**src/wdtu_pkg.sv**
```systemverilog
package wdtu_pkg;

  localparam int WDTU_ADDR_W = 8;
  localparam int WDTU_DATA_W = 8;

  // Register addresses
  localparam logic [7:0] WDOG_SERVICE_REG_ADDR = 8'ha6;
  localparam logic [7:0] WDOG_PERIOD_REG_ADDR = 8'ha7;
  localparam logic [7:0] WDOG_STATUS_REG_ADDR = 8'ha8;
  localparam logic [7:0] WDOG_BASE_LO_REG_ADDR = 8'ha9;
  localparam logic [7:0] WDOG_BASE_HI_REG_ADDR = 8'haa;
  localparam logic [7:0] WDOG_EXT_REG_ADDR = 8'hab;

  // Unlock keys
  localparam logic [7:0] WDOG_KEY_FIRST = 8'h1e;
  localparam logic [7:0] WDOG_KEY_SECOND = 8'he1;

  // Period register fields
  localparam int PERIOD_SEL_W = 3;
  localparam int PERIOD_SEL_LSB = 0;
  localparam logic [2:0] PERIOD_SEL_RESET = 3'h0;

  // Status register fields
  localparam int STATUS_ARMED_BIT = 0;
  localparam int STATUS_PULSE_BIT = 1;
  localparam int STATUS_HOLD_BIT = 2;
  localparam int STATUS_KEY_BIT = 3;

  // Counter chain widths
  localparam int BASE_W = 14;
  localparam int EXT_W = 7;

  // Timing counts in oscillator periods, and DIV_W, the width of the divider count
  localparam int RESET_PULSE_OSC = 96;
  localparam int OSC_PER_CYCLE_SINGLE = 12;
  localparam int OSC_PER_CYCLE_DOUBLE = 6;
  localparam int DIV_W = 4;

  typedef enum logic {
    SEQ_IDLE,
    SEQ_KEY1
  } wdtu_seq_e;

endpackage

```
**src/wdtu_cycle_div.sv**
```systemverilog
`timescale 1ns/1ps
module wdtu_cycle_div
  import wdtu_pkg::*;
(
  input wire logic clk_i, // Oscillator clock
  input wire logic rst_i, // Synchronous reset
  input wire logic run_i, // Divider may advance
  input wire logic single_speed_i, // High: 12 periods, low: 6
  output logic tick_o // One-cycle machine-cycle pulse
);

  typedef struct packed {
    logic [DIV_W-1:0] cnt;
    logic tick;
  } wdtu_div_s;

  wdtu_div_s q;
  wdtu_div_s next_q;
  logic [DIV_W-1:0] period_m1;

  always_comb begin
    next_q = q;
    period_m1 = single_speed_i ? DIV_W'(OSC_PER_CYCLE_SINGLE - 1) : DIV_W'(OSC_PER_CYCLE_DOUBLE - 1);
    next_q.tick = 1'b0;
    if (!run_i) begin
      // Restart phase so the first cycle after a stop is full length
      next_q.cnt = period_m1;
    end else if (q.cnt == '0 || q.cnt > period_m1) begin
      next_q.cnt = period_m1;
      next_q.tick = 1'b1;
    end else begin
      next_q.cnt = q.cnt - DIV_W'(1);
    end
  end

  always_ff @(posedge clk_i) begin
    if (rst_i) begin
      q <= '0;
    end else begin
      q <= next_q;
    end
  end

  assign tick_o = q.tick;

endmodule

```
**src/wdtu_sync2.sv**
```systemverilog
`timescale 1ns/1ps
module wdtu_sync2
  import wdtu_pkg::*;
#(
  parameter int W = 1,
  parameter logic [W-1:0] RESET_VAL = '1
) (
  input wire logic clk_i, // System clock
  input wire logic rst_i, // Synchronous reset
  input wire logic [W-1:0] async_i, // Raw pin level
  output logic [W-1:0] sync_o // Level after two flops
);

  typedef struct packed {
    logic [W-1:0] meta;
    logic [W-1:0] stable;
  } wdtu_sync_s;

  wdtu_sync_s q;
  wdtu_sync_s next_q;

  always_comb begin
    next_q = q;
    // First stage feeds only the second
    next_q.meta = async_i;
    next_q.stable = q.meta;
  end

  always_ff @(posedge clk_i) begin
    if (rst_i) begin
      q <= {RESET_VAL, RESET_VAL};
    end else begin
      q <= next_q;
    end
  end

  assign sync_o = q.stable;

endmodule

```
**src/wdtu_top.sv**
```systemverilog
// The placing of the registers and the strobed register port were decided locally.
`timescale 1ns/1ps
module wdtu_top
  import wdtu_pkg::*;
(
  input wire logic CLK_SYS_I, // Oscillator clock
  input wire logic RESET_I, // Hardware reset, active high
  input wire logic [WDTU_ADDR_W-1:0] ADDR_I, // Register address
  input wire logic [WDTU_DATA_W-1:0] WDATA_I, // Write data
  input wire logic WR_I, // Write strobe
  input wire logic RD_I, // Read strobe
  output logic [WDTU_DATA_W-1:0] RDATA_O, // Read data, cycle after strobe
  input wire logic SINGLE_SPEED_CLOCK_MODE_I, // High: 12 osc per machine cycle
  input wire logic POWER_DOWN_I, // Oscillator stopped
  input wire logic WAKE_INT_N_I, // Level wake interrupt pin, low active
  output logic WDOG_RESET_O, // Reset pulse on overflow
  output logic WDOG_ARMED_O // Watchdog counting enabled
);

  localparam logic [6:0] PULSE_LAST = 7'(RESET_PULSE_OSC - 1);
  localparam logic [BASE_W-1:0] BASE_FULL = '1;

  typedef struct packed {
    logic armed;
    wdtu_seq_e seq;
    logic [PERIOD_SEL_W-1:0] sel;
    logic [BASE_W-1:0] base;
    logic [EXT_W-1:0] ext;
    logic pulse;
    logic [6:0] pulse_cnt;
    logic hold;
    logic pd_prev;
    logic [WDTU_DATA_W-1:0] rdata;
  } wdtu_state_s;

  wdtu_state_s q;
  wdtu_state_s next_q;

  logic wake_n_s;
  logic tick;
  logic div_run;
  logic cnt_en;
  logic ovf;
  logic svc_wr;
  logic key1_wr;
  logic key2_wr;
  logic prd_wr;
  logic bus_ok;

  // Stage mask: only the low select bits of the extension take part
  function automatic logic [EXT_W-1:0] sel_mask(input logic [PERIOD_SEL_W-1:0] sel);
    logic [EXT_W:0] m;
    m = ({{EXT_W{1'b0}}, 1'b1} << sel) - {{EXT_W{1'b0}}, 1'b1};
    return m[EXT_W-1:0];
  endfunction

  wdtu_sync2 #(
    .W(1),
    .RESET_VAL(1'b1)
  ) u_wake_sync (
    .clk_i(CLK_SYS_I),
    .rst_i(RESET_I),
    .async_i(WAKE_INT_N_I),
    .sync_o(wake_n_s)
  );

  // stopped oscillator means no machine cycles
  assign div_run = q.armed && !POWER_DOWN_I && !q.hold && !q.pulse;

  wdtu_cycle_div u_div (
    .clk_i(CLK_SYS_I),
    .rst_i(RESET_I),
    .run_i(div_run),
    .single_speed_i(SINGLE_SPEED_CLOCK_MODE_I),
    .tick_o(tick)
  );

  // idle keeps the oscillator, no gating term for it
  assign cnt_en = tick && div_run;

  // limit is all ones across base and masked extension
  assign ovf = cnt_en && (q.base == BASE_FULL) && ((q.ext & sel_mask(q.sel)) == sel_mask(q.sel));

  // Writes ignored while the pulse holds the chip in reset; reads are still answered
  assign bus_ok = !q.pulse;
  assign svc_wr = bus_ok && WR_I && (ADDR_I == WDOG_SERVICE_REG_ADDR);
  assign key1_wr = svc_wr && (WDATA_I == WDOG_KEY_FIRST);
  assign key2_wr = svc_wr && (WDATA_I == WDOG_KEY_SECOND) && (q.seq == SEQ_KEY1);
  assign prd_wr = bus_ok && WR_I && (ADDR_I == WDOG_PERIOD_REG_ADDR);

  always_comb begin
    next_q = q;
    next_q.pd_prev = POWER_DOWN_I;

    if (bus_ok && (WR_I || RD_I)) begin
      next_q.seq = key1_wr ? SEQ_KEY1 : SEQ_IDLE;
    end

    if (prd_wr && !q.armed) begin
      // select field in the low bits
      next_q.sel = WDATA_I[PERIOD_SEL_LSB +: PERIOD_SEL_W];
    end

    // base counter carries into extension stage
    if (cnt_en) begin
      next_q.base = q.base + BASE_W'(1);
      if (q.base == BASE_FULL) begin
        next_q.ext = q.ext + EXT_W'(1);
      end
    end

    // second key arms and starts from zero
    if (key2_wr) begin
      next_q.armed = 1'b1;
      next_q.base = '0;
      next_q.ext = '0;
    end

    // hold after interrupt wake until line is high
    if (q.pd_prev && !POWER_DOWN_I && !wake_n_s) begin
      next_q.hold = 1'b1;
    end else if (wake_n_s) begin
      next_q.hold = 1'b0;
    end

    if (q.pulse) begin
      if (q.pulse_cnt == '0) begin
        next_q.pulse = 1'b0;
      end else begin
        next_q.pulse_cnt = q.pulse_cnt - 7'h01;
      end
    end

    // overflow is the only disarm besides hardware reset
    if (ovf) begin
      next_q.armed = 1'b0;
      next_q.seq = SEQ_IDLE;
      next_q.sel = PERIOD_SEL_RESET;
      next_q.base = '0;
      next_q.ext = '0;
      next_q.hold = 1'b0;
      next_q.pulse = 1'b1;
      next_q.pulse_cnt = PULSE_LAST;
    end

    next_q.rdata = '0;
    if (RD_I) begin
      case (ADDR_I)
        WDOG_PERIOD_REG_ADDR: begin
          next_q.rdata[PERIOD_SEL_LSB +: PERIOD_SEL_W] = q.sel;
        end
        WDOG_STATUS_REG_ADDR: begin
          next_q.rdata[STATUS_ARMED_BIT] = q.armed;
          next_q.rdata[STATUS_PULSE_BIT] = q.pulse;
          next_q.rdata[STATUS_HOLD_BIT] = q.hold;
          next_q.rdata[STATUS_KEY_BIT] = (q.seq == SEQ_KEY1);
        end
        WDOG_BASE_LO_REG_ADDR: begin
          next_q.rdata = q.base[7:0];
        end
        WDOG_BASE_HI_REG_ADDR: begin
          next_q.rdata = {2'h0, q.base[BASE_W-1:8]};
        end
        WDOG_EXT_REG_ADDR: begin
          next_q.rdata = {1'h0, q.ext};
        end
        default: begin
          // Service register is write only; unmapped reads give zero
          next_q.rdata = '0;
        end
      endcase
    end
  end

  always_ff @(posedge CLK_SYS_I) begin
    if (RESET_I) begin
      // reset out of power-down also lands here
      q <= '{armed: 1'b0, seq: SEQ_IDLE, sel: PERIOD_SEL_RESET, base: '0, ext: '0,
             pulse: 1'b0, pulse_cnt: '0, hold: 1'b0, pd_prev: 1'b0, rdata: '0};
    end else begin
      q <= next_q;
    end
  end

  assign RDATA_O = q.rdata;
  assign WDOG_RESET_O = q.pulse;
  assign WDOG_ARMED_O = q.armed;
endmodule

```
**config.mk**
```make
export PLATFORM = sky130hd
export DESIGN_NAME = wdtu_top
export DESIGN_NICKNAME = d
export VERILOG_FILES = /design/src/wdtu_pkg.sv /design/src/wdtu_cycle_div.sv /design/src/wdtu_sync2.sv /design/src/wdtu_top.sv
export SDC_FILE = /design/constraint.sdc
export NUM_CORES = 1
export LEC_CHECK = 0
export BUFFER_PORTS_ARGS = -buffer_cell sky130_fd_sc_hd__buf_2
export CAP_MARGIN = 5
export CORE_AREA = 2 2 80 82
export DETAILED_ROUTE_END_ITERATION = 16
export DIE_AREA = 0 0 82 84
export PLACE_DENSITY = 0.64
export SLEW_MARGIN = 10
export SYNTH_ARGS = -nofsm -noshare
export SYNTH_HDL_FRONTEND = slang
export SYNTH_HIERARCHICAL = 1
export SYNTH_SLANG_ARGS = --single-unit
```
**constraint.sdc**
```tcl
create_clock -name CLK_SYS_I -period 4.2 [get_ports CLK_SYS_I]
set_input_delay 0.84 -clock CLK_SYS_I [delete_from_list [all_inputs] [get_ports CLK_SYS_I]]
set_output_delay 0.84 -clock CLK_SYS_I [all_outputs]
set_load 0.02 [all_outputs]
```
==> results of run 1 <==
==> cell type report <==
cell class | instances | area [um^2] | area share, %
clock inverter | 3 | 67.56 | 2.193
timing repair buffer | 33 | 167.7 | 5.443
multi-input combinational | 231 | 1607 | 52.15
clock buffer | 5 | 68.82 | 2.234
tap | 77 | 96.34 | 3.128
inverter | 14 | 52.55 | 1.706
sequential | 51 | 1021 | 33.14
==> where the power goes <==
group | switching [uW] | total [uW] | internal, uW
Combinational | 28.0 | 50.1 | 22.1
Sequential | 3.38 | 490 | 487
Clock | 168 | 406 | 238
Total | 199 | 946 | 746
==> cell usage in the layout (no fill, tap or decap), types with 3 or more instances in the layout <==
cell / synthesis / routed
nand3_1: 8 / 8
and2_1: 5 / 5
mux2i_1: 8 / 8
nor3_1: 12 / 12
mux4_2: 4 / 4
nor2_1: 37 / 37
nor3b_1: 3 / 3
or4_1: 3 / 3
and4_1: 4 / 4
or2_2: 3 / 3
a31oi_1: 5 / 5
ha_1: 9 / 9
o21ai_0: 3 / 3
nand4_1: 5 / 5
buf_2: 5 / 32
o211ai_1: 9 / 9
nor4_1: 5 / 5
nor2b_1: 4 / 4
inv_1: 14 / 14
nand2b_1: 3 / 3
and3b_1: 3 / 3
o21ai_1: 3 / 3
clkbuf_8: 0 / 5
xor2_1: 5 / 5
a22oi_1: 3 / 3
nand2_1: 20 / 20
and3_1: 8 / 8
a21oi_1: 16 / 16
dfxtp_1: 51 / 51
xnor2_1: 15 / 15
==> final timing paths <==
| path | to | slack, ns | start | cells past startpoint |
|---|---|---|---|---|
| max | q[28] | 1.51 | q[40] | 6 |
| min | q[9] | 0.40 | u_wake_sync/sync_o | 1 |
| max reg2reg | q[28] | 1.51 | q[40] | 6 |
| min reg2reg | q[9] | 0.40 | u_wake_sync/sync_o | 1 |
==> layer usage <==
layer | GRT usage (%) | up-vias
met1 | 26.06 | 1066
met3 | 3.896 | 6
met5 | 0 | -
met2 | 28.38 | 38
met4 | 6.212 | 0
li1 | - | 1165
==> cells by family (layout without fill, tap and decap cells) <==
logic type,after synthesis,count (layout),synth area share (%)
AOI/OAI and AO/OA,54,54,13.98
xor gates and xnor gates,20,20,6.233
adders and majority gates,9,9,4.007
buffers and inverters,36,55,6.500
DFF,51,51,36.33
muxes,12,12,6.055
and+or+nand+nor,136,136,26.89
==> metrics by stage <==
step                area (um^2)  hold WS (ns)  util [%]
floorplan                  2810        0.3752         -
global placement           2944        0.3872     48.30
detailed placement         2944        0.3850     48.30
CTS                        3080        0.4005     50.53
global route               3080        0.4204     50.53
finish                     3080        0.3997     50.53
==> flip-flops by register name, summed over array words and instances, names as in the netlist <==
signal              flops
RDATA_O                 8
WDOG_ARMED_O            1
WDOG_RESET_O            1
q                      34
u_div/q                 4
u_div/tick_o            1
u_wake_sync/next_q      1
u_wake_sync/sync_o      1
==> results.yml, run 1 <==
synthesis:
  synth_edf_count: 0
  synthDistinctLibCells: 56
  yosysMostFrequentCell: "dfxtp_1"
  syn-cell-area_mm2: 0.002810
  syn_area_per_cell_um2: 8.837
  async_flop_share_pct: 0
  yosysWarnings: 6
  synth_cells: 318
  yosys-top-cells-area: "dfxtp_1 36%, nor2_1 4.9%, xnor2_1 4.7%"
  yosysTopAreaCell: "dfxtp_1"
  synthTopCellsByCount: "51 x dfxtp_1, 37 x nor2_1, 20 x nand2_1"
  yosysSeqAreaShare_pct: 36.33
  synthDominantCellAreaShare_pct: 36.33
  synth_fp_nets: 350
  synth_seq_cells: 51
  yosys_most_used_dff: "dfxtp_1"
clock_network:
  cts_num_sinks: 51
  path_clk_slew_ns: 0.10
  htreeDepth: 2
  cts_tree: "yes"
  ctsHoldBuffers: 0
  cts_resized: 0
  cts_buffers: 5
  clock_latency_ns: 0.30
  clock_path_buffers: 2
  cts_root_buffer: "clkbuf_8"
  cts_setup_buffers: 0
place:
  port_buffers: 32
  placed_cells: 406
  pre_cts_slack_ns: 1.255
  hpwl_um: 4535
  gp_congestion: 0.8246
critical_path:
  critPathCaptureType: "flip-flop"
  startpoint_type: "flip-flop"
  critPathMaxStageDelay_ns: 0.83
  worstPathCellList: "or3_1 > ha_1 > xnor2_1 > o21ai_1 > o31ai_2 > nor2_1"
  crit_type: "reg -> reg"
  cp.required_ns: 4.36
  cp_num_buf_inv: 0
  arrival_ns: 2.85
  worst_path_dominant_cell_family: "compound AO/OA/AOI/OAI gates"
  cp_slowest_cell: "o31ai_2"
  crit_fanout: 14
timing:
  slew_headroom_pct: 31.25
  max_freq_mhz: 372.4
  rsz0062_at_grt: "no"
  drv_slew: 0
  hold_viol: 0
  setup_viol_count_final: 0
  finalCritPeriodShare_pct: 63.94
  timing.final.ws_setup_ns: 1.514
  fin_crit_ns: 2.686
  fin_tns_setup_ns: 0
  tightest_slew_ns: 1.024
  finClkSkew_ns: 0.005571
finish:
  num-nets-final: 368
  area_growth_pct: 9.617
  fin_cells: 414
  drive_gt1_share_pct: 17.21
  num_antenna_cells: 0
  n_fill_cell: 616
drt:
  drc: 0
  antenna_left: 0
  viasPerCell: 5.495
  wl_met1_um: 2917
  drt_pre_antenna_iters: 4
  vias: 2275
  wl_met3_um: 206
  top_layer: "met4"
  drt_iter0_markers: 155
  routed_wl_um: 5989
  avgRoutedWirePerCell_um: 14.47
  met2_length_um: 2775
floorplanning:
  die_area_mm2: 0.006888
  row_count: 29
  start_util_pct: 46.10
  die_h_um: 84
  dieWidth_um: 82
  core_mm2: 0.006096
  io_pins: 33
run_status:
  outcome: "finished, final reports clean"
global_route:
  grt_pass1_wl_um: 10090
  grt_overflow_total: 0
  antenna_found_initial: 0
  grt_max_degree: 25
  grt_usage_pct: 18.66
  grt_pass1_vias: 2136
power:
  ir_drop_uv: 174.1
  power_uw: 945.9
  power_density_mw_per_mm2: 307.1
  p_leak_uw: 0.001206
min_path:
  hp-class: "reg -> reg"
job:
  maxCapViolCount: 0
No activity file was read; power rests on OpenSTA's default activity.
==> run 2, diff against run 1 <==
ABC_AREA = 1   (was default)
CORE_AREA = 2 2 83 85   (was 2 2 80 82)
DIE_AREA = 0 0 85 87   (was 0 0 82 84)
PLACE_DENSITY = 0.63   (was 0.64)
clock period = 2.6 ns   (was 4.2 ns; I/O delays follow)
==> results.yml, run 2 <==
timing:
  fin_crit_ns: 2.042
  setup_viol_count_final: 0
  tightest_slew_ns: 0.4044
  finClkSkew_ns: 0.007273
  fin_tns_setup_ns: 0
  slew_headroom_pct: 72.79
  rsz0062_at_grt: "no"
  finalCritPeriodShare_pct: 78.55
  drv_slew: 0
  hold_viol: 0
  max_freq_mhz: 489.7
critical_path:
  worstPathCellList: "inv_1 > nand3_1 > ha_1 > nand4_1 > nand3_1 > nand2_1 > nor2_1 > nand2_2 > nand3_4 > nor2_1"
  critPathCaptureType: "flip-flop"
  cp_slowest_cell: "dfxtp_1"
  arrival_ns: 2.23
  critPathMaxStageDelay_ns: 0.55
  crit_fanout: 21
  crit_type: "reg -> reg"
  startpoint_type: "flip-flop"
  cp.required_ns: 2.79
global_route:
  grt_usage_pct: 17.92
  grt_max_degree: 22
  antenna_found_initial: 0
  grt_pass1_wl_um: 10830
  grt_overflow_total: 0
  grt_pass1_vias: 2434
synthesis:
  yosysTopAreaCell: "dfxtp_1"
  synthDistinctLibCells: 34
  syn-cell-area_mm2: 0.003003
  synth_seq_cells: 51
  yosysWarnings: 6
  synth_cells: 439
  synth_edf_count: 0
  synthDominantCellAreaShare_pct: 34.00
  yosysMostFrequentCell: "nand2_1"
  synthTopCellsByCount: "85 x nand2_1, 74 x inv_1, 62 x nor2_1"
  yosysSeqAreaShare_pct: 34.00
  synth_fp_nets: 471
  syn_area_per_cell_um2: 6.840
  yosys_most_used_dff: "dfxtp_1"
  async_flop_share_pct: 0
  yosys-top-cells-area: "dfxtp_1 34%, nand2_1 11%, inv_1 9.2%"
floorplanning:
  die_area_mm2: 0.007395
  start_util_pct: 45.71
  io_pins: 33
  die_h_um: 87
  row_count: 30
  dieWidth_um: 85
  core_mm2: 0.006569
finish:
  num_antenna_cells: 0
  fin_cells: 545
  layout_commonest_cell: "nand2_1"
  drive_gt1_share_pct: 14.41
  largest_register_ffs: 34
  final_cell_mix: "85 x nand2_1, 74 x inv_1, 62 x nor2_1"
  area_growth_pct: 8.875
  num-nets-final: 496
  regMostFlops: "q"
clock_network:
  cts_buffers: 5
  path_clk_slew_ns: 0.09
  cts_num_sinks: 51
  cts_root_buffer: "clkbuf_8"
  clock_latency_ns: 0.31
  ctsHoldBuffers: 0
  htreeDepth: 2
  cts_resized: 0
  cts_tree: "yes"
  cts_setup_buffers: 0
  clock_path_buffers: 2
drt:
  drt_iter0_markers: 71
  drc: 0
  vias: 2603
  viasPerCell: 4.776
  avgRoutedWirePerCell_um: 11.51
  antenna_left: 0
  drt_pre_antenna_iters: 4
  routed_wl_um: 6271
min_path:
  hp-class: "in -> reg"
place:
  hpwl_um: 4924
  placed_cells: 537
  port_buffers: 32
  gp_congestion: 0.8636
power:
  power_density_mw_per_mm2: 442.5
  p_leak_uw: 0.001399
  ir_drop_uv: 281.0
run_status:
  outcome: "finished, final reports clean"
job:
  maxCapViolCount: 0
run 2: cell types whose count changed in the layout (fill, tap and decap cells not counted), moves of 5 or more:
cell,change
nand2_1,+65
inv_1,+60
nor2_1,+25
nand3_1,+24
xor2_1,+13
o21ai_0,+12
nor2_2,+11
xnor2_1,-11
o211ai_1,-9
and3_1,-8
mux2i_1,-8
nand4_1,+6
and2_1,-5
run 2: worst paths after layout:
| check | start | to | slack, ns | cells after the start |
|---|---|---|---|---|
| worst max-delay path | q[40] | q[33] | 0.56 | 10 |
| worst min-delay path | WAKE_INT_N_I | u_wake_sync/next_q[0] | 0.38 | 3 |
| worst max register to register | q[40] | q[33] | 0.56 | 10 |
| worst min register to register | u_wake_sync/next_q[0] | u_wake_sync/sync_o | 0.42 | 2 |
run 2: final cells by class:
class | count | area [um^2]
multi-input cells | 297 | 1582
inverters | 77 | 289.0
clock buffers | 6 | 82.58
flip-flops and latches | 51 | 1021
clock inverters | 2 | 35.03
well taps | 80 | 100.1
repair buffers | 32 | 160.2
fillers | 681 | 3299
run 2: report_power, final:
group | internal [uW] | switching, uW
Combinational | 29.5 | 53.3
Sequential | 786 | 3.26
Clock | 312 | 263
Total | 1130 | 319
run 2: logic make-up (layout without fill, tap and decap cells):
kind of cell,Yosys count,after routing,share of synthesized area (%)
buffers and inverters,91,117,13.33
AO/OA/AOI/OAI,38,38,6.750
XOR/XNOR,22,22,6.417
flip-flops,51,51,34.00
AND/OR/NAND/NOR,228,228,35.75
adder cells (fa/ha/maj),9,9,3.750
run 2: worst max-delay path: cells and delay by family, from the launching register on:
family | cells | cell delay [ns]
DFF | 1 | 0.55
buffers and inverters | 1 | 0.12
adders and majority gates | 1 | 0.22
and+or+nand+nor | 8 | 1.03
run 2: stage by stage:
step	setup slack, ns	area [um^2]	utilization, %	power (uW)	hold WS, ns
floorplan	0.8514	3003	-	861.7	0.3865
global placement	0.5704	3152	47.98	890.0	0.3960
detailed placement	0.5509	3152	47.98	890.9	0.4018
CTS	0.5347	3269	49.77	1467	0.3727
global route	0.3431	3269	49.77	1502	0.3967
finish	0.5578	3269	49.77	1447	0.3818
run 2: metal layers:
| layer | share of wire [%] | GRT usage [%] |
|---|---|---|
| met1 | 51 | 24.17 |
| met2 | 44 | 29.33 |
| met3 | 4.4 | 3.318 |
| met4 | 1.1 | 5.195 |
| met5 | 0 | 0 |
